--- src/core/rctt_map.svh ---
// Register map, field positions, widths and reset values of the RC trim tuner
`ifndef RCTT_MAP_SVH
`define RCTT_MAP_SVH

// Word offsets on the bus
`define RCTT_OFS_SYS_TRIM   8'h00
`define RCTT_OFS_FAST_CFG   8'h04
`define RCTT_OFS_FAST_STS   8'h08
`define RCTT_OFS_IRQ_STS    8'h0C
`define RCTT_OFS_IRQ_MASK   8'h10

// Field widths
`define RCTT_SYS_TRIM_W     10
`define RCTT_FAST_TRIM_W    7
`define RCTT_MARGIN_W       4
`define RCTT_NBP_W          3
`define RCTT_CERR_W         5
`define RCTT_CNT_W          17
`define RCTT_PCNT_W         8
`define RCTT_IRQ_W          3

// system_rc_trim fields
`define RCTT_SYS_TRIM_LSB   0
`define RCTT_SYS_FCD        16

// fast_rc_config fields
`define RCTT_CFG_EN         0
`define RCTT_CFG_TUNE       1
`define RCTT_CFG_JIT        2
`define RCTT_CFG_NBP_LSB    4
`define RCTT_CFG_FCD        7
`define RCTT_CFG_RNG_LSB    8
`define RCTT_CFG_MARGIN_LSB 12
`define RCTT_CFG_TRIM_LSB   16
`define RCTT_CFG_TRIM_BYTE  2

// fast_rc_tuner_status fields
`define RCTT_STS_TRIM_LSB   0
`define RCTT_STS_CERR_LSB   16
`define RCTT_STS_SIGN       21
`define RCTT_STS_LOCK       24
`define RCTT_STS_LOST       25
`define RCTT_STS_UPD        31

// Interrupt status bits
`define RCTT_IRQ_DONE       0
`define RCTT_IRQ_LOCK       1
`define RCTT_IRQ_LOST       2

// Reset values
`define RCTT_CFG_RST        32'h00000000
`define RCTT_STS_RST        32'h00000000

// Base count per reference period
`define RCTT_THEOR_BASE     17'h0007A

`endif

--- src/core/rctt_pkg.sv ---
// Types shared by the RC trim tuner
package rctt_pkg;
`include "rctt_map.svh"

   // Measurement sequencer
   typedef enum logic [3:0] {
      RCTT_ST_IDLE  = 4'b0001,
      RCTT_ST_SYNC  = 4'b0010,
      RCTT_ST_COUNT = 4'b0100,
      RCTT_ST_EVAL  = 4'b1000
   } rctt_state_e;

   // Whole state of the tuner
   typedef struct packed {
      logic                          wb_ack;
      logic [31:0]                   wb_dat;
      logic [`RCTT_SYS_TRIM_W-1:0]   sys_trim;
      logic                          sys_fcd;
      logic                          fast_load;
      logic                          en;
      logic                          tune;
      logic                          jit;
      logic [`RCTT_NBP_W-1:0]        nbp;
      logic [1:0]                    rng;
      logic [`RCTT_MARGIN_W-1:0]     margin;
      logic [`RCTT_FAST_TRIM_W-1:0]  trim;
      rctt_state_e                   st;
      logic [`RCTT_PCNT_W-1:0]       pcnt;
      logic [`RCTT_CNT_W-1:0]        fcnt;
      logic                          upd;
      logic                          lock;
      logic                          lost;
      logic                          sign;
      logic [`RCTT_CERR_W-1:0]       cerr;
      logic [`RCTT_FAST_TRIM_W-1:0]  cur_trim;
      logic [`RCTT_IRQ_W-1:0]        ists;
      logic [`RCTT_IRQ_W-1:0]        imask;
      logic                          irq;
      logic [2:0]                    ref_s;
      logic [2:0]                    fast_s;
   } rctt_state_s;

endpackage

--- src/core/rctt_top.sv ---
// RC oscillator trim registers and closed-loop fast oscillator tuner
`timescale 1ns/10ps

module rctt_top
   import rctt_pkg::*;
(
   // Clock and resets
   input  wire logic                          i_clk,
   input  wire logic                          i_srst,
   input  wire logic                          i_por_rst,
   // Wishbone slave
   input  wire logic                          i_wb_cyc,
   input  wire logic                          i_wb_stb,
   input  wire logic                          i_wb_we,
   input  wire logic [7:0]                    i_wb_adr,
   input  wire logic [3:0]                    i_wb_sel,
   input  wire logic [31:0]                   i_wb_dat,
   output logic      [31:0]                   o_wb_dat,
   output logic                               o_wb_ack,
   // Fuse values
   input  wire logic [`RCTT_SYS_TRIM_W-1:0]   i_sys_fuse_trim,
   input  wire logic [`RCTT_FAST_TRIM_W-1:0]  i_fast_fuse_trim,
   // Clocks to be measured, asynchronous
   input  wire logic                          i_ref_32k,
   input  wire logic                          i_fast_osc,
   // Oscillator controls
   output logic      [`RCTT_SYS_TRIM_W-1:0]   o_sys_trim,
   output logic      [`RCTT_FAST_TRIM_W-1:0]  o_fast_trim,
   output logic      [1:0]                    o_fast_range,
   output logic                               o_fast_osc_en,
   // Status and interrupt
   output logic                               o_locked,
   output logic                               o_unlocked,
   output logic                               o_irq
);

   rctt_state_s q;
   rctt_state_s d;

   // Byte-lane merge of a write into a register image
   function automatic logic [31:0] lane_merge(
      input logic [31:0] old_v,
      input logic [31:0] new_v,
      input logic [3:0]  sel
   );
      logic [31:0] r;
      r = old_v;
      for (int b = 0; b < 4; b++) begin
         if (sel[b]) begin
            r[b*8 +: 8] = new_v[b*8 +: 8];
         end
      end
      return r;
   endfunction

   // Expected fast cycles over the window
   function automatic logic [`RCTT_CNT_W-1:0] theor_count(
      input logic [1:0]             rng,
      input logic [`RCTT_NBP_W-1:0] nbp
   );
      logic [`RCTT_CNT_W-1:0] base;
      base = `RCTT_THEOR_BASE * ({15'h0000, rng} + 17'h00001);
      return base << nbp;
   endfunction

   // Read images of each register
   logic [31:0] sys_img;
   logic [31:0] cfg_img;
   logic [31:0] sts_img;
   logic [31:0] ists_img;
   logic [31:0] imask_img;

   // Register images built from state
   always_comb begin
      sys_img = 32'h00000000;
      sys_img[`RCTT_SYS_TRIM_LSB +: `RCTT_SYS_TRIM_W] = q.sys_trim;
      sys_img[`RCTT_SYS_FCD] = q.sys_fcd;
      cfg_img = `RCTT_CFG_RST;
      cfg_img[`RCTT_CFG_EN] = q.en;
      cfg_img[`RCTT_CFG_TUNE] = q.tune;
      cfg_img[`RCTT_CFG_JIT] = q.jit;
      cfg_img[`RCTT_CFG_NBP_LSB +: `RCTT_NBP_W] = q.nbp;
      cfg_img[`RCTT_CFG_FCD] = 1'b1;
      cfg_img[`RCTT_CFG_RNG_LSB +: 2] = q.rng;
      cfg_img[`RCTT_CFG_MARGIN_LSB +: `RCTT_MARGIN_W] = q.margin;
      cfg_img[`RCTT_CFG_TRIM_LSB +: `RCTT_FAST_TRIM_W] = q.trim;
      sts_img = `RCTT_STS_RST;
      sts_img[`RCTT_STS_TRIM_LSB +: `RCTT_FAST_TRIM_W] = q.cur_trim;
      sts_img[`RCTT_STS_CERR_LSB +: `RCTT_CERR_W] = q.cerr;
      sts_img[`RCTT_STS_SIGN] = q.sign;
      sts_img[`RCTT_STS_LOCK] = q.lock;
      sts_img[`RCTT_STS_LOST] = q.lost;
      sts_img[`RCTT_STS_UPD] = q.upd;
      ists_img = 32'h00000000;
      ists_img[`RCTT_IRQ_W-1:0] = q.ists;
      imask_img = 32'h00000000;
      imask_img[`RCTT_IRQ_W-1:0] = q.imask;
   end

   // Working values of the next-state logic
   logic                         bus_go;
   logic                         wr_go;
   logic                         rd_go;
   logic [31:0]                  wv;
   logic                         trim_wr;
   logic                         ref_rise;
   logic                         fast_rise;
   logic [`RCTT_CNT_W-1:0]       theor;
   logic [`RCTT_CNT_W-1:0]       abs_err;
   logic                         cnt_high;
   logic                         in_margin;
   logic [`RCTT_PCNT_W-1:0]      pcnt_nx;
   logic [`RCTT_PCNT_W-1:0]      win_len;
   logic [`RCTT_IRQ_W-1:0]       ev;
   logic [`RCTT_FAST_TRIM_W-1:0] trim_max;

   // Next-state logic of the whole block
   always_comb begin
      d = q;
      wv = 32'h00000000;
      trim_wr = 1'b0;
      ev = '0;
      trim_max = '1;
      bus_go = i_wb_cyc & i_wb_stb & ~q.wb_ack;
      wr_go = bus_go & i_wb_we;
      rd_go = bus_go & ~i_wb_we;

      // Edge detect reads only the second and third stages
      d.ref_s = {q.ref_s[1:0], i_ref_32k};
      d.fast_s = {q.fast_s[1:0], i_fast_osc};
      ref_rise = q.ref_s[1] & ~q.ref_s[2];
      fast_rise = q.fast_s[1] & ~q.fast_s[2];

      // Comparison against the expected count
      theor = theor_count(q.rng, q.nbp);
      cnt_high = q.fcnt > theor;
      abs_err = cnt_high ? (q.fcnt - theor) : (theor - q.fcnt);
      in_margin = abs_err <= {13'h0000, q.margin};
      win_len = {{(`RCTT_PCNT_W-1){1'b0}}, 1'b1} << q.nbp;
      pcnt_nx = q.pcnt + 8'h01;

      // Single-cycle Wishbone answer
      d.wb_ack = bus_go;
      d.wb_dat = 32'h00000000;
      if (rd_go) begin
         case (i_wb_adr)
            `RCTT_OFS_SYS_TRIM: d.wb_dat = sys_img;
            `RCTT_OFS_FAST_CFG: d.wb_dat = cfg_img;
            `RCTT_OFS_FAST_STS: d.wb_dat = sts_img;
            `RCTT_OFS_IRQ_STS:  d.wb_dat = ists_img;
            `RCTT_OFS_IRQ_MASK: d.wb_dat = imask_img;
            default:            d.wb_dat = 32'h00000000;
         endcase
      end

      // Register writes; unmapped offsets are ignored
      if (wr_go) begin
         case (i_wb_adr)
            `RCTT_OFS_SYS_TRIM: begin
               wv = lane_merge(sys_img, i_wb_dat, i_wb_sel);
               d.sys_trim = wv[`RCTT_SYS_TRIM_LSB +: `RCTT_SYS_TRIM_W];
            end
            `RCTT_OFS_FAST_CFG: begin
               wv = lane_merge(cfg_img, i_wb_dat, i_wb_sel);
               d.en = wv[`RCTT_CFG_EN];
               d.tune = wv[`RCTT_CFG_TUNE];
               d.jit = wv[`RCTT_CFG_JIT];
               d.nbp = wv[`RCTT_CFG_NBP_LSB +: `RCTT_NBP_W];
               d.rng = wv[`RCTT_CFG_RNG_LSB +: 2];
               d.margin = wv[`RCTT_CFG_MARGIN_LSB +: `RCTT_MARGIN_W];
               trim_wr = i_wb_sel[`RCTT_CFG_TRIM_BYTE];
            end
            `RCTT_OFS_IRQ_MASK: begin
               wv = lane_merge(imask_img, i_wb_dat, i_wb_sel);
               d.imask = wv[`RCTT_IRQ_W-1:0];
            end
            default: begin
               wv = 32'h00000000;
            end
         endcase
      end
      if (trim_wr) begin
         d.trim = wv[`RCTT_CFG_TRIM_LSB +: `RCTT_FAST_TRIM_W];
      end

      // Fast trim taken from the fuses once after every reset
      if (q.fast_load) begin
         d.trim = i_fast_fuse_trim;
         d.fast_load = 1'b0;
      end
      // System trim loaded only while the fuse-done flag is clear
      if (!q.sys_fcd) begin
         d.sys_trim = i_sys_fuse_trim;
         d.sys_fcd = 1'b1;
      end

      // Measurement sequencer
      case (q.st)
         RCTT_ST_IDLE: begin
            if (q.en && q.tune) begin
               d.st = RCTT_ST_SYNC;
            end
         end
         RCTT_ST_SYNC: begin
            d.pcnt = '0;
            d.fcnt = '0;
            if (ref_rise) begin
               d.st = RCTT_ST_COUNT;
            end
         end
         RCTT_ST_COUNT: begin
            // Saturate so a runaway clock cannot wrap into lock
            if (fast_rise && (q.fcnt != '1)) begin
               d.fcnt = q.fcnt + 17'h00001;
            end
            if (ref_rise) begin
               d.pcnt = pcnt_nx;
               if (pcnt_nx == win_len) begin
                  d.st = RCTT_ST_EVAL;
               end
            end
         end
         RCTT_ST_EVAL: begin
            d.st = RCTT_ST_SYNC;
            d.lock = in_margin;
            d.lost = ~in_margin;
            d.sign = ~cnt_high & (abs_err != '0);
            d.cerr = (abs_err > 17'h0001F) ? '1 : abs_err[`RCTT_CERR_W-1:0];
            d.upd = ~q.upd;
            d.cur_trim = q.trim;
            // Hold trim while locked unless continuous mode; a software trim write wins
            if ((q.jit || !in_margin) && !trim_wr) begin
               if (cnt_high && (q.trim != trim_max)) begin
                  d.trim = q.trim + 7'h01;
               end else if (!cnt_high && (abs_err != '0) && (q.trim != '0)) begin
                  d.trim = q.trim - 7'h01;
               end
               d.cur_trim = d.trim;
            end
            ev[`RCTT_IRQ_DONE] = 1'b1;
            ev[`RCTT_IRQ_LOCK] = in_margin;
            ev[`RCTT_IRQ_LOST] = ~in_margin;
         end
         default: begin
            d.st = RCTT_ST_IDLE;
         end
      endcase

      // Leaving closed loop or a fresh trim aborts the window
      if (!q.en || !q.tune) begin
         d.st = RCTT_ST_IDLE;
      end else if (trim_wr) begin
         d.st = RCTT_ST_SYNC;
      end

      // Sticky events, read clears, a new event wins
      if (rd_go && (i_wb_adr == `RCTT_OFS_IRQ_STS)) begin
         d.ists = ev;
      end else begin
         d.ists = q.ists | ev;
      end
      d.irq = |(d.ists & d.imask);

      // Synchronous resets; a set fuse-done flag survives a plain reset
      if (i_srst || i_por_rst) begin
         d = '0;
         d.st = RCTT_ST_IDLE;
         d.fast_load = 1'b1;
         d.ref_s = q.ref_s;
         d.fast_s = q.fast_s;
         if (!i_por_rst && q.sys_fcd) begin
            d.sys_fcd = 1'b1;
            d.sys_trim = q.sys_trim;
         end
      end
   end

   // State register
   always_ff @(posedge i_clk) begin
      q <= d;
   end

   // Outputs straight from the state register
   assign o_wb_dat = q.wb_dat;
   assign o_wb_ack = q.wb_ack;
   assign o_sys_trim = q.sys_trim;
   assign o_fast_trim = q.trim;
   assign o_fast_range = q.rng;
   assign o_fast_osc_en = q.en;
   assign o_locked = q.lock;
   assign o_unlocked = q.lost;
   assign o_irq = q.irq;

endmodule // rctt_top

--- config.mk ---
export PLATFORM = sky130hd
export DESIGN_NAME = rctt_top
export DESIGN_NICKNAME = d
export VERILOG_FILES = /design/src/core/rctt_pkg.sv /design/src/core/rctt_top.sv
export VERILOG_INCLUDE_DIRS = /design/src /design/src/core
export SDC_FILE = /design/constraint.sdc
export NUM_CORES = 1
export LEC_CHECK = 0
export BUFFER_PORTS_ARGS = -buffer_cell sky130_fd_sc_hd__clkbuf_2
export CAP_MARGIN = 10
export CORE_MARGIN = 10
export CORE_UTILIZATION = 60
export DETAILED_ROUTE_END_ITERATION = 7
export GPL_TIMING_DRIVEN = 1
export PLACE_DENSITY_LB_ADDON = 0.08
export SYNTH_ARGS = -nofsm -noshare
export SYNTH_HDL_FRONTEND = slang
export SYNTH_SLANG_ARGS = --single-unit
--- constraint.sdc ---
create_clock -name i_clk -period 11.97 [get_ports i_clk]
set_input_delay 1.197 -clock i_clk [delete_from_list [all_inputs] [get_ports i_clk]]
set_output_delay 1.197 -clock i_clk [all_outputs]
set_load 0.01 [all_outputs]
## After elaboration in Yosys (flattened, before gate mapping)

Cells that the tools add are included.

| word-level totals | value |
|---|---|
| register bits after elaboration | 122 |
| input port bits | 69 |
| output and inout bits | 56 |
| logic and storage cells | 155 |

| operators by class | value |
|---|---|
| add/sub/neg operators | 7 |
| $mul | 1 |
| magnitude comparators | 3 |
| eq/ne operators | 23 |
| shift-type cells | 2 |
| muxes and demuxes | 44 |
| bitwise logic cells | 17 |
| reductions and logical operators | 31 |

Operator list:

| operator | count |
|---|---|
| 32-bit one-hot mux with 5 select lines | 1 |
| 89-bit 2-to-1 mux | 1 |
| 7-bit 2-to-1 mux | 10 |
| 23-bit one-hot mux with 3 select lines | 1 |
| 25-bit one-hot mux with 2 select lines | 1 |
| 8-bit 2-to-1 mux | 6 |
| 12-bit 2-to-1 mux | 3 |
| 17-bit 2-to-1 mux | 2 |
| 17-bit subtractor | 2 |
| 23-bit 2-to-1 mux | 1 |
| 11-bit 2-to-1 mux | 2 |
| 10-bit 2-to-1 mux | 2 |
| 4-bit 2-to-1 mux | 5 |
| 17-bit by 1-bit adder with 17-bit output, second input constant | 1 |
| 17-bit greater-than comparator | 1 |
| 17-bit by 5-bit greater-than comparator with 1-bit output, second input constant | 1 |
| 17-bit by 4-bit less-or-equal comparator with 1-bit output | 1 |
| 17-bit inequality test, second input constant | 1 |
| 17-bit nonzero test | 1 |
| 10-bit by 3-bit left shift with 17-bit output | 1 |
| 8-bit by 4-bit equality test with 1-bit output, second input constant | 2 |
| 16-bit 2-to-1 mux | 1 |
| 4-bit one-hot mux with 4 select lines | 1 |
| 3-bit 2-to-1 mux | 4 |
| 34 further kinds | 76 |

## Logic depth before layout (Yosys ltp)

Gate-level depths: netlist of run 1.

| logic depth | value |
|---|---|
| depth after elaboration | 13 |
| depth in mapped cells | 33 |

## Worst setup path after synthesis of run 1

Ideal clock, no wire load.

| timing path | value |
|---|---|
| path type | reg2reg |
| start | register with a tool-made name |
| end | register q, in the netlist o_fast_trim[1] |
| data arrival time | 6.227 ns |
| required time | 11.854 ns |
| path slack | 5.627 ns |
| cell stages (with the launch flop) | 31 |
| path buffers | 2 |
| cells stage by stage | dfxtp_1 -> clkbuf_1 -> inv_1 -> ha_1 -> xnor2_1 -> ha_1 -> o21ai_0 -> nand2_1 -> mux2_2 -> mux2_2 -> mux2_2 -> ha_1 -> clkbuf_1 -> nand2_1 -> nor2_1 -> o21ai_4 -> a211o_4 -> nand2_1 -> nor2_1 -> a21oi_1 -> ha_1 -> nor2b_1 -> o21ai_0 -> nand2b_1 -> a21oi_1 -> a41oi_1 -> or3_1 -> o21ai_0 -> nor2_1 -> o311a_1 -> a31o_2 |

RTL lines:

| element | RTL line | source |
|---|---|---|
| to (signal assigned) | rctt_top.sv:280 | `q <= d;` |
| to (decl) | rctt_top.sv:37 | `rctt_state_s q;` |

==> flow_summary.yaml, run 1 <==
cts:
  clock_latency_ns: 0.42
  cts_tree: "yes"
  cts.repair.resized: 0
  cts.sinks: 114
  cts_root_buffer: "clkbuf_16"
  postCtsSetupBuffers: 0
  clk_pin_slew_ns: 0.06
  clockBufferDepth: 2
  postCtsHoldBufs: 0
  cts_buffers: 17
  htreeDepth: 4
setup_path:
  worstSetupEndpointType: "register"
  r2r_cells: 28
  path_class: "reg -> reg"
  timing.rr.end: "o_fast_trim[1]"
  cp_slowest_stage_delay_ns: 0.70
  arrival_ns: 8.22
  crit_path_start_kind: "register"
  slowest_stage: "dfxtp_1"
  crit_required_ns: 12.29
  path_common_cell: "ha_1"
  ff2ff_setup_slack_ns: 4.07
  path_max_fanout: 16
timing:
  fin_setup_tns_ns: 0
  final_hold_viol_count: 0
  max_freq_mhz: 127
  clock_skew_ns: 0.0115
  rsz0062_at_grt: "false"
  drv_slew: 0
  setup_slack_ns: 4.07
  slew_headroom_pct: 26.4
  min_period_ns: 7.90
  period_share_pct: 66.0
  finalSetupViolCount: 0
  worst_slew_pin_slew_ns: 1.10
power_and_ir_drop:
  pwr-share-comb_pct: 5.5
  powerDensity_nw_per_um2: 105
  p_sw_share_pct: 23.9
  power.switching_uw: 236
  intPower_uw: 752
  ir_drop_mv: 0.0990
  power_frac_seq_pct: 40.7
  p_clk_share_pct: 53.8
  leakage_nw: 3.88
cells_and_area:
  diodes: 0
  fin_nets: 1242
  layout-drive-gt1-share_pct: 16.1
  mostFrequentLayoutCells: "nor2_1 (118), clkbuf_2 (104), nand2_1 (101)"
  nFillCells: 1222
  layout_commonest_cell: "nor2_1"
  area_growth_pct: 9.30
synthesis:
  synth_cells: 1097
  ys.flop_type: "dfxtp_1"
  synth-edff-count: 16
  ys_seq_elements: 114
  async_reset_ff_share_pct: 0
  seq_area_frac_synth_pct: 28.5
  ys_types: 85
  synth_area_um2: 8580
  postSynthAreaPerCell_um2: 7.83
  ys.warnings.count: 0
hold_path:
  hold_end: "q[1]"
  worstHoldStart: "q[0]"
  hold_path_depth: 0
  hold_path_class: "reg -> reg"
place:
  io_buffers: 104
  hpwl_um: 17800
  dp_slack_ns: 4.29
  gp_congestion: 0.968
die:
  core_area_um2: 13900
  num_rows: 43
  io_pins: 125
  die-width_um: 140
  start_util_pct: 61.6
  die_area_um2: 19500
  die_height_um: 140
outcome:
  status: "complete, no violations"
global_route:
  grt_overflow: 0
  grt_antenna_before_repair: 0
  grt_max_degree: 55
  grt_pass1_wl_um: 39000
  grt_use_total_pct: 23.9
  grt_pass1_vias: 7520
detailed_routing:
  vias: 8029
  dr.pass1.iters: 5
  drc: 0
  via_per_inst: 6.12
  wl_per_cell_um: 18.4
  route.antenna.remaining_nets: 0
  routed_wl_um: 24200
  drt-initial-drc-count: 731
run:
  max_cap_viol_count: 0
power groups by stage:
| stage | sequential (mW) | clock [mW] | combinational, mW |
|---|---|---|---|
| detailed placement | 0.411 | 0 | 0.0531 |
| global placement | 0.410 | 0 | 0.0526 |
| global route | 0.403 | 0.551 | 0.0598 |
| CTS | 0.402 | 0.534 | 0.0537 |
| finish | 0.403 | 0.532 | 0.0539 |
| floorplan | 0.405 | 0 | 0.0428 |
cell type report:
type                            count  area, µm²  area share, %
Tap cell                          180        225           2.40
Clock inverter                     14        175           1.87
Inverter                           53        199           2.12
Clock buffer                       18        439           4.68
Multi-Input combinational cell    821       5330           56.8
Timing Repair Buffer              111        573           6.11
Sequential cell                   114       2440           26.0
synthesized netlist by cell type, drive strengths merged, types with 5 or more instances:
cell type | n | area [µm²]
nor2 | 118 | 443
nand2 | 101 | 379
dfxtp | 98 | 1960
a21oi | 81 | 417
buf | 67 | 468
o21ai | 64 | 335
ha | 53 | 663
inv | 51 | 191
clkbuf | 49 | 184
nand3 | 38 | 190
xnor2 | 32 | 280
mux2i | 30 | 300
nor3 | 25 | 125
and3 | 19 | 119
a211oi | 18 | 140
edfxtp | 16 | 480
a31oi | 15 | 93.8
mux2 | 14 | 158
a22oi | 13 | 97.6
or3 | 13 | 81.3
xor2 | 12 | 105
a21o | 11 | 82.6
nand4 | 11 | 68.8
nor2b | 11 | 68.8
o21a | 10 | 75.1
nor4 | 9 | 68.8
o211ai | 9 | 67.6
nand2b | 8 | 50.1
o31ai | 8 | 60.1
or2 | 8 | 50.1
nor3b | 6 | 45.0
o22ai | 6 | 43.8
a211o | 5 | 52.6
worst max-delay path: cells and delay by family (launching register included):
family	cells	cell delay, ns
AND/OR/NAND/NOR	9	1.84
AO/OA/AOI/OAI	10	2.32
flip-flops	1	0.70
adder cells (fa/ha/maj)	4	1.66
XOR/XNOR	1	0.17
buffers and inverters	1	0.22
multiplexers	3	0.88
metal layers:
metal  global-route usage [%]  wire length (µm)  vias up
met1                     33.2             11200     3796
met5                        0                 0        -
met4                     5.49               282        0
li1                         -                 -     3913
met2                     36.4             10700      292
met3                     5.92              1950       28
kinds of logic after synthesis:
kind of cell	after synthesis	share of synthesized area, %
AOI/OAI and AO/OA	284	21.9
xor gates and xnor gates	44	4.49
adders and majority gates	55	8.19
buffers and inverters	169	9.91
DFF	114	28.5
muxes	44	5.33
other	1	0.0437
and+or+nand+nor	386	21.6
metrics by stage:
step	utilization, %	cells	hold WS (ns)	instance area (µm²)	total power, mW
3_5_place_dp	62.9	1279	0.408	8770	0.464
5_1_grt	67.3	1311	0.443	9380	1.01
6_report	67.3	1311	0.419	9380	0.988
3_3_place_gp	62.9	1279	0.409	8770	0.463
2_1_floorplan	-	1104	0.400	8610	0.448
4_1_cts	67.3	1311	0.421	9380	0.990
worst max path at each step:
stage               startpoint              to  slack (ns)  cells after the start
finish                register  o_fast_trim[1]        4.07                     28
global route          register  o_fast_trim[1]        3.62                     29
CTS                   register  o_fast_trim[1]        4.24                     28
detailed placement    register  o_fast_trim[1]        4.29                     28
global placement      register  o_fast_trim[1]        4.35                     28
floorplan             register  o_fast_trim[1]        5.63                     30
Note: power is estimated with default switching activity, not from simulation.
==> run 2, diff against run 1 <==
- CORE_UTILIZATION: 60 -> 53
- clock period: 11.97 -> 6.5 ns (I/O delays scaled with it)
==> flow_summary.yaml, run 2 (synthesis gave the netlist of run 1 again) <==
global_route:
  grt_pass1_vias: 7678
  grt_max_degree: 53
  grt_use_met2_pct: 33.7
  grt_pass1_wl_um: 40500
  grt_overflow: 0
  met1_usage_pct: 32.6
  grt_use_total_pct: 22.8
  use_met3_pct: 4.70
  busiest_layer: "met2"
  grt_antenna_before_repair: 0
detailed_routing:
  via_per_inst: 5.93
  vias: 8083
  drc: 0
  dr.pass1.iters: 5
  wl_per_cell_um: 18.3
  routed_wl_um: 25000
  route.antenna.remaining_nets: 0
  drt-initial-drc-count: 759
timing:
  clock_skew_ns: 0.0106
  slew_headroom_pct: 33.8
  period_share_pct: 93.2
  worst_slew_pin_slew_ns: 0.992
  max_freq_mhz: 165
  drv_slew: 0
  final_hold_viol_count: 0
  fin_setup_tns_ns: 0
  finalSetupViolCount: 0
  rsz0062_at_grt: "false"
  min_period_ns: 6.06
  hold-worst-slack_ns: 0.403
setup_path:
  arrival_ns: 6.36
  path_buf_inv: 1
  cp_slowest_stage_delay_ns: 0.43
  slowest_stage: "ha_2"
  worstSetupEndpointType: "register"
  ff2ff_setup_slack_ns: 0.44
  crit_path_start_kind: "register"
  path_class: "reg -> reg"
  crit_required_ns: 6.80
  r2r_cells: 28
  path_max_fanout: 10
  cpLargestDelayFamily: "compound AO/OA/AOI/OAI gates"
  cp.depth: 28
cells_and_area:
  layout_commonest_cell: "nor2_1"
  diodes: 0
  mostFrequentLayoutCells: "nor2_1 (117), clkbuf_2 (104), nand2_1 (100)"
  nFillCells: 1491
  fin_nets: 1259
  area_growth_pct: 12.4
  layout-drive-gt1-share_pct: 18.3
  post-route-util_pct: 60.8
die:
  num_rows: 46
  die_height_um: 147
  die-width_um: 147
  io_pins: 125
  start_util_pct: 54.0
  core_area_um2: 15900
  die_area_um2: 21700
power_and_ir_drop:
  leakage_nw: 3.97
  powerDensity_nw_per_um2: 190
  ir_drop_mv: 0.194
place:
  io_buffers: 104
  hpwl_um: 18500
  gp_congestion: 0.922
cts:
  cts_root_buffer: "clkbuf_16"
  postCtsSetupBuffers: 0
  htreeDepth: 4
  postCtsHoldBufs: 0
  cts_buffers: 17
  clk_pin_slew_ns: 0.05
  cts_tree: "yes"
  clockBufferDepth: 2
  cts.sinks: 114
  cts.repair.resized: 0
  clock_latency_ns: 0.43
run:
  max_cap_viol_count: 0
hold_path:
  hold_path_depth: 1
  hold_path_class: "in -> reg"
outcome:
  status: "complete, no violations"
## run 2: changes by cell type in the layout (fill, tap and decap cells not counted), moves of 3 or more
cell / before / now
a21oi_1: 80 / 77
a21oi_2: 0 / 3
buf_4: 7 / 23
ha_1: 53 / 48
ha_2: 0 / 5
inv_6: 4 / 1
o21ai_0: 62 / 59
o21ai_1: 0 / 3
## run 2: per-layer routing
| metal | wire length, µm | share of wire [%] |
|---|---|---|
| met1 | 12200 | 49 |
| met2 | 10900 | 43 |
| met3 | 1540 | 6.2 |
| met4 | 371 | 1.5 |
| met5 | 0 | 0 |
## run 2: cell type report
cell class | instances | area (µm²) | area share (%)
Clock buffer | 20 | 479 | 4.97
Clock inverter | 11 | 150 | 1.56
Inverter | 53 | 199 | 2.06
Multi-Input combinational cell | 821 | 5410 | 56.0
Sequential cell | 114 | 2440 | 25.3
Tap cell | 216 | 270 | 2.80
Timing Repair Buffer | 128 | 704 | 7.30
## run 2: metrics by stage
stage | area, µm² | setup WS (ns) | instances | total power, mW
final | 9650 | 0.441 | 1363 | 1.84
after global routing | 9650 | 0.0137 | 1363 | 1.89
after CTS | 9580 | 0.0419 | 1362 | 1.84
after detailed placement | 8950 | 0.120 | 1331 | 0.855
after global placement | 8950 | 0.263 | 1331 | 0.854
after floorplan | 8610 | 0.157 | 1104 | 0.824
## run 2: final timing paths
| check | endpoint | start |
|---|---|---|
| hold / removal | q[3] | i_ref_32k |
| setup / recovery | q[17] | register |
| setup reg to reg | q[17] | register |
| hold reg to reg | q[4] | q[3] |
## run 2: power breakdown
group / leakage, nW / switching (mW) / internal [mW]
Sequential: 0.960 / 0.0157 / 0.726
Clock: 0.303 / 0.348 / 0.647
Combinational: 2.70 / 0.0590 / 0.0411
Total: 3.97 / 0.423 / 1.41
## run 2: worst register-to-register path, delay by kind of cell (launching register included)
| kind | cells | cell delay [ns] |
|---|---|---|
| fa+ha+maj | 4 | 1.26 |
| xor+xnor | 1 | 0.16 |
| simple gates | 9 | 1.57 |
| compound gates | 10 | 1.63 |
| flops | 1 | 0.31 |
| mux | 3 | 0.86 |
| buf+inv | 1 | 0.15 |
==> run 3, diff against run 2 <==
- CORE_UTILIZATION: 53 -> 54
- CTS_BUF_LIST: not set -> sky130_fd_sc_hd__clkbuf_2
- PLACE_DENSITY_LB_ADDON: 0.08 -> 0.2
==> flow_summary.yaml, run 3 (synthesis gave the netlist of run 1 again) <==
place:
  place_area_um2: 8960
  dp_slack_ns: 0.331
  place_inst: 1334
  io_buffers: 104
  hpwl_um: 18500
  gp_congestion: 0.928
hold_path:
  worstHoldStart: "i_por_rst"
  hold_path_class: "in -> reg"
  hold_path_depth: 2
global_route:
  grt_pass1_vias: 7531
  grt_use_total_pct: 22.3
  grt_overflow: 0
  grt_antenna_before_repair: 1
  grt_pass1_wl_um: 39400
  grt_max_degree: 53
cells_and_area:
  layout_commonest_cell: "clkbuf_2"
  area_growth_pct: 7.68
  postLayoutCellArea_um2: 9240
  instances_no_fill: 1372
  layout-drive-gt1-share_pct: 17.9
  mostFrequentLayoutCells: "clkbuf_2 (122), nor2_1 (118), nand2_1 (100)"
  fin_nets: 1262
  nFillCells: 1479
  post-route-util_pct: 58.8
die:
  num_rows: 46
  core_area_um2: 15700
  start_util_pct: 54.6
  io_pins: 125
  die_height_um: 146
  die_area_um2: 21300
  die-width_um: 146
cts:
  htreeDepth: 4
  cts_root_buffer: "clkbuf_2"
  clk_pin_slew_ns: 0.18
  cts_buffers: 17
  clockBufferDepth: 2
  clock_latency_ns: 0.70
  cts.sinks: 114
  cts_tree: "yes"
  postCtsHoldBufs: 0
detailed_routing:
  route.antenna.remaining_nets: 0
  drt-initial-drc-count: 727
  via_per_inst: 5.82
  drc: 0
  routed_wl_um: 24300
  dr.pass1.iters: 8
  vias: 7984
  wl_per_cell_um: 17.7
timing:
  finalSetupViolCount: 0
  drv_slew: 0
  setup_slack_ns: 0.376
  worst_slew_pin_slew_ns: 1.14
  clock_skew_ns: 0.0367
  period_share_pct: 94.2
  slew_headroom_pct: 24.1
  final_hold_viol_count: 0
  max_freq_mhz: 163
  min_period_ns: 6.12
setup_path:
  cp_slowest_stage_delay_ns: 0.43
  crit_path_start_kind: "register"
  path_class: "reg -> reg"
  slowest_stage: "ha_1"
  arrival_ns: 6.70
  r2r_cells: 30
  path_max_fanout: 10
  worstSetupEndpointType: "register"
  crit_required_ns: 7.08
power_and_ir_drop:
  fin_total_pwr_mw: 1.33
  leakage_nw: 3.82
  powerDensity_nw_per_um2: 143
  ir_drop_mv: 0.143
outcome:
  status: "complete, no violations"
run:
  max_cap_viol_count: 0
[run 3: cell types whose count changed in the layout (fill, tap and decap cells not counted), sizes merged]
cell,change
diode,+5
buf,+3
clkinv,+1
bufinv,-1
clkbuf,-2
inv,+4
clkinvlp,-1
[run 3: where the power goes]
| part | internal [mW] | switching (mW) |
|---|---|---|
| clock | 0.183 | 0.301 |
| sequential | 0.726 | 0.0156 |
| combinational | 0.0414 | 0.0580 |
| total | 0.951 | 0.374 |
[run 3: path summary, 6_finish.rpt]
check               end  slack, ns
hold / removal    q[78]       0.13
setup / recovery  q[17]       0.38
hold reg to reg    q[4]       0.44
setup reg to reg  q[17]       0.38
[run 3: cell type report]
cell class / count / area, µm² / share of cell area (%)
diodes: 5 / 12.5 / 0.135
clock inverters: 14 / 153 / 1.65
repair buffers: 131 / 723 / 7.82
flip-flops and latches: 114 / 2440 / 26.4
clock buffers: 18 / 90.1 / 0.975
multi-input cells: 821 / 5350 / 57.9
well taps: 216 / 270 / 2.92
inverters: 53 / 199 / 2.15
[run 3: layer usage]
layer	GRT usage, %	vias up	wire length, µm
met4	5.56	0	298
met1	30.7	3727	11200
li1	-	3949	-
met5	0	-	0
met2	34.8	280	11100
met3	4.57	28	1650
[run 3: metrics by stage]
stage | setup TNS (ns) | hold WS (ns)
after floorplan | 0 | 0.400
after global placement | 0 | 0.404
after detailed placement | 0 | 0.405
after CTS | 0 | 0.0855
after global routing | -0.0204 | 0.0734
final | 0 | 0.125
[run 3: repair_timing]
| action | 4_1_cts | 5_1_grt |
|---|---|---|
| endpoints found under the setup margin | 0 | 14 |
| setup buffers | 0 | 1 |
| gates resized for setup | 0 | 7 |
[run 3: critical path, delay by kind of cell, from the launching register on]
kind | cells | cell delay (ns)
AO/OA/AOI/OAI | 14 | 2.40
adder cells (fa/ha/maj) | 4 | 1.30
AND/OR/NAND/NOR | 7 | 1.22
buffers and inverters | 3 | 0.45
flip-flops | 1 | 0.37
XOR/XNOR | 2 | 0.27
